--- config.mk ---
export PLATFORM = sky130hd
export DESIGN_NAME = counter_array
export DESIGN_NICKNAME = d
export VERILOG_FILES = /design/src/verilog/counter_array_pkg.sv /design/src/verilog/cc_slice.sv /design/src/verilog/count_tick_source.sv /design/src/verilog/counter_array.sv
export SDC_FILE = /design/constraint.sdc
export NUM_CORES = 1
export LEC_CHECK = 0
export BUFFER_PORTS_ARGS = -buffer_cell sky130_fd_sc_hd__buf_2
export CORE_ASPECT_RATIO = 0.5
export CORE_MARGIN = 8
export CORE_UTILIZATION = 45
export DETAILED_ROUTE_END_ITERATION = 10
export HOLD_SLACK_MARGIN = 0.08
export PLACE_DENSITY = 0.71
export SYNTH_ARGS = -nofsm -noshare
export SYNTH_HDL_FRONTEND = slang
export SYNTH_SLANG_ARGS = --single-unit
--- constraint.sdc ---
create_clock -name clk -period 8.75 [get_ports clk]
set_input_delay 0.875 -clock clk [delete_from_list [all_inputs] [get_ports clk]]
set_output_delay 0.875 -clock clk [all_outputs]
set_load 0.01 [all_outputs]
--- src/verilog/counter_array_pkg.sv ---
package counter_array_pkg;

  // ----------------------------------------------------------------
  // Sizes
  // ----------------------------------------------------------------
  localparam int NUM_MODULES = 5;
  localparam int CNT_W       = 16;
  localparam int DATA_W      = 8;
  localparam int ADDR_W      = 5;
  localparam int PRESC_W     = 4;
  localparam int WDOG_MODULE = 4;

  // ----------------------------------------------------------------
  // Address map: addr[4:3] selects a group, addr[2:0] the slot
  // ----------------------------------------------------------------
  localparam logic [1:0] GRP_ARRAY = 2'h0;
  localparam logic [1:0] GRP_MMODE = 2'h1;
  localparam logic [1:0] GRP_VLOW  = 2'h2;
  localparam logic [1:0] GRP_VHIGH = 2'h3;
  localparam logic [2:0] IDX_MODE  = 3'h0;
  localparam logic [2:0] IDX_CTRL  = 3'h1;

  // ----------------------------------------------------------------
  // Field positions
  // ----------------------------------------------------------------
  localparam int MODE_IDLE_STOP = 7;
  localparam int MODE_WDOG_EN   = 6;
  localparam int MODE_SEL_HI    = 2;
  localparam int MODE_SEL_LO    = 1;
  localparam int MODE_OVF_IE    = 0;
  localparam int CTRL_OVF       = 7;
  localparam int CTRL_RUN       = 6;
  localparam int MM_IRQ_EN      = 0;
  localparam int MM_PWM         = 1;
  localparam int MM_FLIP        = 2;
  localparam int MM_HIT_FLAG    = 3;
  localparam int MM_FALL_GRAB   = 4;
  localparam int MM_RISE_GRAB   = 5;
  localparam int MM_CMP_EN      = 6;

  // ----------------------------------------------------------------
  // Reset values and writable masks
  // ----------------------------------------------------------------
  localparam logic [DATA_W-1:0] MODE_RST    = 8'h00;
  localparam logic [DATA_W-1:0] CTRL_RST    = 8'h00;
  localparam logic [DATA_W-1:0] MMODE_RST   = 8'h00;
  localparam logic [CNT_W-1:0]  VALUE_RST   = 16'h0000;
  localparam logic [DATA_W-1:0] MODE_WMASK  = 8'hC7;
  localparam logic [DATA_W-1:0] CTRL_WMASK  = 8'hDF;
  localparam logic [DATA_W-1:0] MMODE_WMASK = 8'h7F;
  localparam logic [CNT_W-1:0]  CNT_MAX     = 16'hFFFF;
  localparam logic [CNT_W-1:0]  CNT_ONE     = 16'h0001;

  // ----------------------------------------------------------------
  // Prescaler divisors for six- and twelve-clock timing
  // ----------------------------------------------------------------
  localparam logic [PRESC_W-1:0] DIV_SLOW_6  = 4'h6;
  localparam logic [PRESC_W-1:0] DIV_SLOW_12 = 4'hC;
  localparam logic [PRESC_W-1:0] DIV_FAST_6  = 4'h2;
  localparam logic [PRESC_W-1:0] DIV_FAST_12 = 4'h4;
  localparam logic [PRESC_W-1:0] PRESC_ONE   = 4'h1;
  localparam logic [PRESC_W-1:0] PRESC_ZERO  = 4'h0;

  typedef enum logic [1:0] {
    SRC_OSC_SLOW,
    SRC_OSC_FAST,
    SRC_TIMER0,
    SRC_EXT
  } count_src_type;

endpackage : counter_array_pkg
--- src/verilog/cc_slice.sv ---
`timescale 1ns/1ps
module cc_slice
  import counter_array_pkg::*;
(
  input  logic              clk,
  input  logic              srst,
  input  logic              advance,
  input  logic [CNT_W-1:0]  count_q,
  input  logic [CNT_W-1:0]  count_next,
  input  logic [DATA_W-1:0] mode,
  input  logic [CNT_W-1:0]  value,
  input  logic              pin_in,
  output logic              hit,
  output logic              grab,
  output logic              pin_out,
  output logic              pin_oe_n
);

  logic              pin_prev_q;
  logic              pin_q;
  logic [DATA_W-1:0] pwm_ref_q;
  logic              pwm_on;

  assign pwm_on = mode[MM_PWM] & mode[MM_CMP_EN];
  // Hit is flagged in the cycle the time base steps onto the value
  assign hit    = mode[MM_CMP_EN] & advance & (count_next == value);
  assign grab   = (mode[MM_RISE_GRAB] & ~pin_prev_q & pin_in)
                | (mode[MM_FALL_GRAB] & pin_prev_q & ~pin_in);

  always_ff @(posedge clk) begin
    if (srst) begin
      pin_prev_q <= 1'b0;
    end else begin
      pin_prev_q <= pin_in;
    end
  end

  // Reference reloads from the high byte only at low-byte wrap: no glitched periods
  always_ff @(posedge clk) begin
    if (srst) begin
      pwm_ref_q <= 8'h00;
    end else if (!pwm_on) begin
      pwm_ref_q <= value[DATA_W-1:0];
    end else if (advance && count_next[DATA_W-1:0] == 8'h00) begin
      pwm_ref_q <= value[CNT_W-1:DATA_W];
    end
  end

  always_ff @(posedge clk) begin
    if (srst) begin
      pin_q <= 1'b1;
    end else if (pwm_on) begin
      pin_q <= count_q[DATA_W-1:0] >= pwm_ref_q;
    end else if (hit && mode[MM_FLIP]) begin
      pin_q <= ~pin_q;
    end
  end

  assign pin_out  = pin_q;
  assign pin_oe_n = ~(mode[MM_CMP_EN] & (mode[MM_PWM] | mode[MM_FLIP]));

endmodule : cc_slice

--- src/verilog/count_tick_source.sv ---
`timescale 1ns/1ps
module count_tick_source
  import counter_array_pkg::*;
(
  input  logic          clk,
  input  logic          srst,
  input  count_src_type src,
  input  logic          twelve_clock_mode,
  input  logic          timer0_overflow,
  input  logic          external_count_input,
  output logic          tick
);

  logic [PRESC_W-1:0] presc_q;
  logic [PRESC_W-1:0] div_last;
  logic               ext_prev_q;
  logic               tick_q;

  always_comb begin
    case (src)
      SRC_OSC_SLOW: div_last = (twelve_clock_mode ? DIV_SLOW_12 : DIV_SLOW_6) - PRESC_ONE;
      SRC_OSC_FAST: div_last = (twelve_clock_mode ? DIV_FAST_12 : DIV_FAST_6) - PRESC_ONE;
      default:      div_last = PRESC_ZERO;
    endcase
  end

  // Prescaler free-runs so a source change takes effect within one period
  always_ff @(posedge clk) begin
    if (srst || presc_q >= div_last) begin
      presc_q <= PRESC_ZERO;
    end else begin
      presc_q <= presc_q + PRESC_ONE;
    end
  end

  always_ff @(posedge clk) begin
    if (srst) begin
      ext_prev_q <= 1'b0;
    end else begin
      ext_prev_q <= external_count_input;
    end
  end

  always_ff @(posedge clk) begin
    if (srst) begin
      tick_q <= 1'b0;
    end else begin
      case (src)
        SRC_OSC_SLOW: tick_q <= presc_q == div_last;
        SRC_OSC_FAST: tick_q <= presc_q == div_last;
        SRC_TIMER0:   tick_q <= timer0_overflow;
        SRC_EXT:      tick_q <= ext_prev_q & ~external_count_input;
        default:      tick_q <= 1'b0;
      endcase
    end
  end

  assign tick = tick_q;

endmodule : count_tick_source

--- src/verilog/counter_array.sv ---
// Summary of operation
// (RULE1) One shared 16-bit up-counting time base feeds five 16-bit modules.
// (RULE2) Each module does capture, software timer, flip output or PWM.
// (RULE3) Module n owns one port pin, module 0 lowest, ascending by index.
// (RULE4) Select 00 counts oscillator over six, or over twelve in twelve-clock mode.
// (RULE5) Select 01 counts oscillator over two, or over four in twelve-clock mode.
// (RULE6) Select 1x counts Timer 0 overflows, or external input edges when low bit set; the code counts falling edges only.
// (RULE7) Idle-stop set halts the time base while the processor idles.
// (RULE8) Watchdog enable turns module 4 watchdog reset on or off.
// (RULE9) Overflow flag with overflow enable set raises the interrupt request.
// (RULE10) Run control at control bit 6 starts the counter; clearing it stops.
// (RULE11) Overflow sets control bit 7; only software may clear it.
// (RULE12) Control bits 0 to 4 are module event flags, cleared by software only.
// (RULE13) Module mode bit 0 lets its event flag request an interrupt.
// (RULE14) Module mode bit 1 selects pulse width modulation.
// (RULE15) Module mode bit 2 flips the pin on every compare hit; the code does not flip it while PWM mode is also set.
// (RULE16) Module mode bit 3 sets the event flag on every compare hit.
// (RULE17) Mode bit 4 captures falling edges, bit 5 rising, both capture either.
// (RULE18) Module mode bit 6 enables the comparator against the stored value.
// (RULE19) Capture stores the 16-bit count; compare modes match against it.
// (RULE20) In PWM the value bytes set the output duty cycle.
// (RULE21) Counter steps once per count event and flags overflow on wrap to zero.
`timescale 1ns/1ps
module counter_array
  import counter_array_pkg::*;
(
  input  logic                   clk,
  input  logic                   srst,
  input  logic [ADDR_W-1:0]      reg_addr,
  input  logic [DATA_W-1:0]      reg_wdata,
  input  logic                   reg_wr,
  input  logic                   reg_rd,
  output logic [DATA_W-1:0]      reg_rdata,
  input  logic                   twelve_clock_mode,
  input  logic                   cpu_idle,
  input  logic                   timer0_overflow,
  input  logic                   external_count_input,
  input  logic [NUM_MODULES-1:0] module_pin_in,
  output logic [NUM_MODULES-1:0] module_pin_out,
  output logic [NUM_MODULES-1:0] module_pin_oe_n,
  output logic                   irq,
  output logic                   watchdog_reset
);

  // ----------------------------------------------------------------
  // Registers and decode
  // ----------------------------------------------------------------
  localparam logic [2:0] SLOT_LIMIT = 3'(NUM_MODULES);

  logic [DATA_W-1:0]      mode_q;
  logic [DATA_W-1:0]      ctrl_q;
  logic [DATA_W-1:0]      ctrl_d;
  logic [DATA_W-1:0]      mmode_q [NUM_MODULES];
  logic [CNT_W-1:0]       value_q [NUM_MODULES];
  logic [CNT_W-1:0]       count_q;
  logic [CNT_W-1:0]       count_next;
  logic [DATA_W-1:0]      rd_d;
  logic [DATA_W-1:0]      rdata_q;
  logic [NUM_MODULES-1:0] hit;
  logic [NUM_MODULES-1:0] grab;
  logic [NUM_MODULES-1:0] event_vec;
  logic [NUM_MODULES-1:0] irq_en_vec;
  logic [1:0]             grp;
  logic [2:0]             idx;
  logic                   slot_ok;
  logic                   tick;
  logic                   running;
  logic                   advance;
  logic                   ovf;
  logic                   irq_q;
  logic                   wdog_q;
  logic                   ctrl_wr;
  count_src_type          src;

  assign grp     = reg_addr[ADDR_W-1:3];
  assign idx     = reg_addr[2:0];
  assign slot_ok = idx < SLOT_LIMIT;
  assign ctrl_wr = reg_wr && grp == GRP_ARRAY && idx == IDX_CTRL;

  always_ff @(posedge clk) begin
    if (srst) begin
      mode_q <= MODE_RST;
    end else if (reg_wr && grp == GRP_ARRAY && idx == IDX_MODE) begin
      mode_q <= reg_wdata & MODE_WMASK;
    end
  end

  // ----------------------------------------------------------------
  // Time base
  // ----------------------------------------------------------------
  // (RULE4) (RULE5) (RULE6) source select
  assign src = count_src_type'({mode_q[MODE_SEL_HI], mode_q[MODE_SEL_LO]});

  count_tick_source u_tick (
    .clk                  (clk),
    .srst                 (srst),
    .src                  (src),
    .twelve_clock_mode    (twelve_clock_mode),
    .timer0_overflow      (timer0_overflow),
    .external_count_input (external_count_input),
    .tick                 (tick)
  );

  // (RULE10) run control gate
  // (RULE7) idle stop gate
  assign running = ctrl_q[CTRL_RUN] & ~(mode_q[MODE_IDLE_STOP] & cpu_idle);
  assign advance = running & tick;
  // (RULE21) step and wrap
  assign count_next = count_q + CNT_ONE;
  assign ovf        = advance && count_q == CNT_MAX;

  // (RULE1) shared time base
  always_ff @(posedge clk) begin
    if (srst) begin
      count_q <= VALUE_RST;
    end else if (advance) begin
      count_q <= count_next;
    end
  end

  // ----------------------------------------------------------------
  // Control and flags
  // ----------------------------------------------------------------
  // Hardware set is applied after the software write, so a hit in the
  // same cycle as a clear is kept.
  always_comb begin
    ctrl_d = ctrl_q;
    if (ctrl_wr) begin
      ctrl_d = reg_wdata & CTRL_WMASK;
    end
    // (RULE11) overflow flag set
    if (ovf) begin
      ctrl_d[CTRL_OVF] = 1'b1;
    end
    // (RULE12) module flag set
    for (int k = 0; k < NUM_MODULES; k++) begin
      if (event_vec[k]) begin
        ctrl_d[k] = 1'b1;
      end
    end
  end

  always_ff @(posedge clk) begin
    if (srst) begin
      ctrl_q <= CTRL_RST;
    end else begin
      ctrl_q <= ctrl_d;
    end
  end

  // ----------------------------------------------------------------
  // Modules
  // ----------------------------------------------------------------
  // (RULE2) per-module function
  for (genvar i = 0; i < NUM_MODULES; i++) begin : g_mod
    localparam logic [2:0] SLOT = 3'(i);
    logic sel;

    assign sel = idx == SLOT;

    // (RULE14) (RULE18) mode register
    always_ff @(posedge clk) begin
      if (srst) begin
        mmode_q[i] <= MMODE_RST;
      end else if (reg_wr && grp == GRP_MMODE && sel) begin
        mmode_q[i] <= reg_wdata & MMODE_WMASK;
      end
    end

    // (RULE19) capture beats software write
    always_ff @(posedge clk) begin
      if (srst) begin
        value_q[i] <= VALUE_RST;
      end else if (grab[i]) begin
        value_q[i] <= count_q;
      end else if (reg_wr && grp == GRP_VLOW && sel) begin
        value_q[i][DATA_W-1:0] <= reg_wdata;
      end else if (reg_wr && grp == GRP_VHIGH && sel) begin
        value_q[i][CNT_W-1:DATA_W] <= reg_wdata;
      end
    end

    // (RULE3) (RULE15) (RULE17) (RULE20) pin logic
    cc_slice u_slice (
      .clk        (clk),
      .srst       (srst),
      .advance    (advance),
      .count_q    (count_q),
      .count_next (count_next),
      .mode       (mmode_q[i]),
      .value      (value_q[i]),
      .pin_in     (module_pin_in[i]),
      .hit        (hit[i]),
      .grab       (grab[i]),
      .pin_out    (module_pin_out[i]),
      .pin_oe_n   (module_pin_oe_n[i])
    );

    // (RULE16) hit sets flag
    assign event_vec[i]  = grab[i] | (hit[i] & mmode_q[i][MM_HIT_FLAG]);
    assign irq_en_vec[i] = mmode_q[i][MM_IRQ_EN];
  end

  // ----------------------------------------------------------------
  // Interrupt request and watchdog
  // ----------------------------------------------------------------
  // (RULE9) (RULE13) request combine
  always_ff @(posedge clk) begin
    if (srst) begin
      irq_q <= 1'b0;
    end else begin
      irq_q <= (ctrl_q[CTRL_OVF] & mode_q[MODE_OVF_IE])
             | (|(ctrl_q[NUM_MODULES-1:0] & irq_en_vec));
    end
  end

  // (RULE8) watchdog reset pulse
  always_ff @(posedge clk) begin
    if (srst) begin
      wdog_q <= 1'b0;
    end else begin
      wdog_q <= mode_q[MODE_WDOG_EN] & hit[WDOG_MODULE];
    end
  end

  assign irq            = irq_q;
  assign watchdog_reset = wdog_q;

  // ----------------------------------------------------------------
  // Read port
  // ----------------------------------------------------------------
  always_comb begin
    rd_d = 8'h00;
    case (grp)
      GRP_ARRAY: begin
        if (idx == IDX_MODE) begin
          rd_d = mode_q;
        end else if (idx == IDX_CTRL) begin
          rd_d = ctrl_q;
        end
      end
      GRP_MMODE: begin
        if (slot_ok) begin
          rd_d = mmode_q[idx];
        end
      end
      GRP_VLOW: begin
        if (slot_ok) begin
          rd_d = value_q[idx][DATA_W-1:0];
        end
      end
      GRP_VHIGH: begin
        if (slot_ok) begin
          rd_d = value_q[idx][CNT_W-1:DATA_W];
        end
      end
      default: rd_d = 8'h00;
    endcase
  end

  // Data stand only in the cycle after the strobe
  always_ff @(posedge clk) begin
    if (srst) begin
      rdata_q <= 8'h00;
    end else begin
      rdata_q <= reg_rd ? rd_d : 8'h00;
    end
  end

  assign reg_rdata = rdata_q;
endmodule : counter_array

# Word level (Yosys, flattened, before mapping)
# Memory sizes are Yosys's and may differ from the RTL's.
# Cells that the tools add are included.
[op_classes] addsub=4 multipliers=0 n_div=0 magnitude_cmp=7 n_eq_ne=22 shifts=0 mux=134 bitwise_logic=111 reduce_logical=47
[ops] cell="$mux 8" count=26
[ops] cell="$mux 1" count=93
[ops] cell="$eq 16x16->1" count=5
[ops] cell="$mux 16" count=5
[ops] cell="$and 1x1->1" count=51
[ops] cell="$ge 8x8->1" count=5
[ops] cell="$or 1x1->1" count=36
[ops] cell="$mux 7" count=5
[ops] cell="$pmux 8 s4" count=1
[ops] cell="$logic_and 1x1->1" count=28
[ops] cell="$not 1->1" count=23
[ops] cell="$reduce_bool 2->1" count=11
[ops] cell="$add 16x1->16 const B" count=1
[ops] cell="$eq 16x16->1 const B" count=1
[ops] cell="$ne 2x2->1 const B" count=5
[ops] cell="$eq 2x2->1 const B" count=4
[ops] cell="$logic_not 8->1" count=1
[ops] cell="$pmux 4 s2" count=1
[ops] cell="$sub 4x1->4 const B" count=2
[ops] cell="$eq 3x2->1 const B" count=2
[ops] cell="$and 5x5->5" count=1
[ops] cell="$reduce_or 5->1" count=1
[ops] cell="$add 4x1->4 const B" count=1
[ops] cell="$eq 2x1->1 const B" count=2
[ops] cell="other kinds (12)" count=14
[totals] regBits=94 latch_bits=0 ramBits=115 romBits=0 out_inout_bits=20 word_cells=357 memories=2
[memory_table] name="value_q" depth=5 word_bits=16 read_ports=6 rd_clocked_by_memory_dff=0 wr=5 line_no="counter_array.sv:54" rtl="logic [CNT_W-1:0] value_q [NUM_MODULES];"
[memory_table] name="mmode_q" depth=5 word_bits=7 read_ports=6 rd_clocked_by_memory_dff=0 wr=5 line_no="counter_array.sv:53" rtl="logic [DATA_W-1:0] mmode_q [NUM_MODULES];"

# Depth between registers and ports, before layout
[logic_depth] ltp_word=9 ltp_mapped=12 mapped_depth_nobuf=10

# By module
# Synthesis repeated with hierarchy kept, for this count alone.
[unflattened] cells_unflattened=1232 hier_area_um2=12873.6
[modules_own_cells] mod="counter_array" instances=1 cells_per_inst=674 area_each_um2=8005.2 seq_area_each_um2=4214.0
[modules_own_cells] mod="cc_slice" instances=5 cells_per_inst=105 area_each_um2=900.9 seq_area_each_um2=200.2
[modules_own_cells] mod="count_tick_source" instances=1 cells_per_inst=33 area_each_um2=364.1 seq_area_each_um2=120.1

# Worst setup path before layout
# OpenSTA, ideal clock, no wires.
[synth_timing] path_kind="register to register" from="register count_q[1]" to="register g_mod[2].u_slice.pin_q" setup_time_ns=0.122 t_arrival_ns=3.057 t_required_ns=8.628 slack_ns=5.572 stages_incl_launch_ff=10 synth_period_minus_slack_ns=3.178 path_cell_list="dfxtp_1 > ha_1 > buf_4 > nand4_1 > or4_1 > xor2_1 > a2111o_1 > or4b_1 > xnor2_1 > o32a_1"
[synth_between] elab_chain_cells=5 word_cells_on_any_way=7 cone_classes="add/sub (1); order compare (1); eq/ne (1); mux (1); bitwise (1); reduce/logical (2)"
[synth_rtl] item="from (decl)" line_no="counter_array.sv:55" rtl="logic [CNT_W-1:0] count_q;"
[synth_rtl] item="from (signal assigned)" line_no="counter_array.sv:117" rtl="count_q <= count_next;"
[synth_rtl] item="$add 16x1->16" line_no="counter_array.sv:109" rtl="assign count_next = count_q + CNT_ONE;"
[synth_rtl] item="$eq 16x16->1" line_no="cc_slice.sv:26" rtl="assign hit = mode[MM_CMP_EN] & advance & (count_next == value);"
[synth_rtl] item="$and 1x1->1" line_no="cc_slice.sv:26"
[synth_rtl] item="$logic_and 1x1->1" line_no="cc_slice.sv:54" rtl="end else if (hit && mode[MM_FLIP]) begin"
[synth_rtl] item="$reduce_bool 2->1 (no line)"
[synth_rtl] item="to (signal assigned)" line_no="cc_slice.sv:53" rtl="pin_q <= count_q[DATA_W-1:0] >= pwm_ref_q;"
[synth_rtl] item="to (signal assigned)" line_no="cc_slice.sv:55" rtl="pin_q <= ~pin_q;"
[synth_rtl] item="to (decl)" line_no="cc_slice.sv:20" rtl="logic pin_q;"
# Parallel ways exist; a longest one is shown, timed or not.
# A chain may end at the register's enable or synchronous reset.

# Final worst setup path
[layout_timing] from="register count_q[0]" to="register g_mod[2].u_slice.pin_q"
# Same word-level chain as after synthesis.

==> results.ini <==
[setup_path]
ff2ff_setup_slack_ps = 4140
startpoint_type = flip-flop
end_kind = flip-flop
crit_arrival_ps = 5040
crit_required_ps = 9170
criticalPathCategory = reg2reg
crit_path_max_fanout = 18

[timing]
timing.final.crit_period_ps = 4610
drv_slew = 0
period_share = 0.527
setup_viol_count_final = 0
max_slew_margin = 0.170
whs_ps = 476
rsz0062_at_grt = no
worst_pin_slew_ps = 1230
clock_skew_ps = 39.7
fmaxAchievable_ghz = 0.217
layout_setup_ws_ps = 4140
timing.final.hold_violations = 0
fin_tns_setup_ps = 0

[run_status]
status = completed

[clocking]
clkSinkCount = 209
clkTransAtPathRegs_ps = 60
cts_tree = yes
cts_setup_buffers = 0
cts_hold_buf = 0
cts_resized = 0
clk_path_buf_depth = 3
cts_made_buffers = 22
htreeDepth = 1
clock_latency_ps = 560
clockRootBuffer = clkbuf_16

[power]
power.leakage_uw = 0.00533
peakVddDrop_uv = 112
power.density_mw_per_mm2 = 169

[synth]
yosys_warnings = 0
synthXorXnorAreaFrac = 0.0865
synth_compound_area_frac = 0.173
yosys.area_share.simple = 0.151
synthAdderAreaFrac = 0.0445
synth-edff-count = 115
ys_top_cells_by_area = edfxtp_1 27%, dfxtp_1 15%, a22o_1 5.6%
synth_sequential_area_ratio = 0.413
syn_nets = 1346
synth_area_sq_mm = 0.0129
synth.area.mux_share = 0.0789
synth_top_area_frac = 0.267
synth_cells = 1274
yosysMostFrequentCell = nor2_1
yosys.area.top_type = edfxtp_1
synth_top_cells_by_count = 122 x nor2_1, 115 x edfxtp_1, 94 x dfxtp_1
ys_types = 75
synth_top_family_by_area = compound AO/OA/AOI/OAI gates
ys_async_sr_fraction = 0
ys.flop_type = edfxtp_1
ys_seq_elements = 209
synth.avg_cell_area_sq_um = 10.1

[floorplan]
die_w_um = 256
ios = 46
row_count = 43
core_sq_mm = 0.0280
die_area_sq_mm = 0.0347
start_util = 0.462
die_y_um = 136

[grt]
grt_pass1_wl_um = 71300
overflow = 0
grt_max_degree = 70
grt_antenna_before_repair = 3
grt_use_total = 0.276
grt_pass1_vias = 10500

[layout]
finalNonFillerCells = 1648
drive_gt1_frac = 0.104
nets = 1323
area_growth_pct = 7.82

[job]
maxCapViolCount = 0

[routing]
routedWlPerCell_um = 30.2
route.detailed.drc = 0
first_pass_iters = 6
ant_nets = 0
vias_per_cell = 6.73
drt-initial-drc-count = 1685
wirelength_um = 49800
vias = 11100

[placed_design]
placed_cells = 1609
place_ws_ps = 4260
hpwl_um = 35200
io_buffers = 45
gp_congestion = 0.986

[min_path]
hp-class = reg2reg

## layer usage
metal,share of wire,track usage,routed length [um],up-vias
met5,0.0014,0,69,-
li1,-,-,-,4673
met3,0.16,0.102,7760,157
met2,0.41,0.402,20300,861
met4,0.038,0.0934,1870,4
met1,0.40,0.376,19800,5389
## report_power, final
part | internal (uW) | switching [uW] | leakage, uW | total, uW
Combinational | 103 | 158 | 0.00306 | 261
Sequential | 1090 | 86.5 | 0.00196 | 1180
Clock | 489 | 425 | 0.000316 | 915
## metrics by stage
step,total power [uW],area (sq um),utilization
2_1_floorplan,1330,12900,-
3_3_place_gp,1440,13300,0.474
3_5_place_dp,1440,13300,0.474
4_1_cts,2340,13900,0.498
5_1_grt,2410,13900,0.498
6_report,2360,13900,0.498
## state kept, by name, indices dropped and copies added (netlist names), 7 cells and up
register,count
count_q,16
ctrl_q,7
g_mod.u_slice.pwm_ref_q,40
mmode_q,35
reg_rdata,8
value_q,80
## cell type report
cell class / instances / area [sq um]
antenna: 1 / 2.50
clock buffer: 36 / 623
clock inverter: 2 / 36.3
fill: 2603 / 14000
inverter: 52 / 195
multi-input combinational: 904 / 6910
sequential: 209 / 5340
tap: 382 / 478
timing repair buffer: 62 / 355
## cells in the final DEF, fill, tap and decap left out, drive strengths merged, types with 9 or more instances in the layout
cell     Yosys  final
nand2       64     64
mux2i       49     49
nor4        15     15
edfxtp     115    115
xnor2       54     54
dfxtp       94     94
o2111ai      9      9
inv         51     52
a31oi       12     12
a21oi       39     39
xor2        35     35
a22o        83     83
nand4       17     17
nand2b      12     12
a21o        11     11
a211oi      51     51
o21ai       41     41
ha          46     46
clkbuf      73     36
nand3       20     20
a22oi       15     15
nor2       122    122
and2        49     49
mux4        21     21
buf         36     62
nor2b       20     20
xnor3       15     15
nor3        21     21
## path summary, 6_finish.rpt
kind / from / to / depth (start not counted)
worst min register to register: u_tick.presc_q[0]$_SDFF_PP0_ / u_tick.presc_q[0]$_SDFF_PP0_ / 1
worst max register to register: count_q[0]$_SDFFE_PP0P_ / g_mod[2].u_slice.pin_out$_SDFFE_PP1P_ / 8
worst max-delay path: count_q[0]$_SDFFE_PP0P_ / g_mod[2].u_slice.pin_out$_SDFFE_PP1P_ / 8
worst min-delay path: u_tick.presc_q[0]$_SDFF_PP0_ / u_tick.presc_q[0]$_SDFF_PP0_ / 1
## cells by family (layout without fill, tap and decap cells)
logic type / Yosys count / in the layout
AND/OR/NAND/NOR: 374 / 374
AO/OA/AOI/OAI: 305 / 305
flip-flops: 209 / 209
buffers and inverters: 161 / 152
XOR/XNOR: 104 / 104
multiplexers: 75 / 75
adder cells (fa/ha/maj): 46 / 46
other: 0 / 1
## worst max-delay path: stages, from the launching register on
cell and delay (ps):
dfxtp_1 950, ha_1 560, nand4_1 530, or4_1 770
xor2_1 250, a2111o_1 480, or4b_1 540, xnor2_1 140
o32a_1 270
Power figures use the tool's default switching activity.
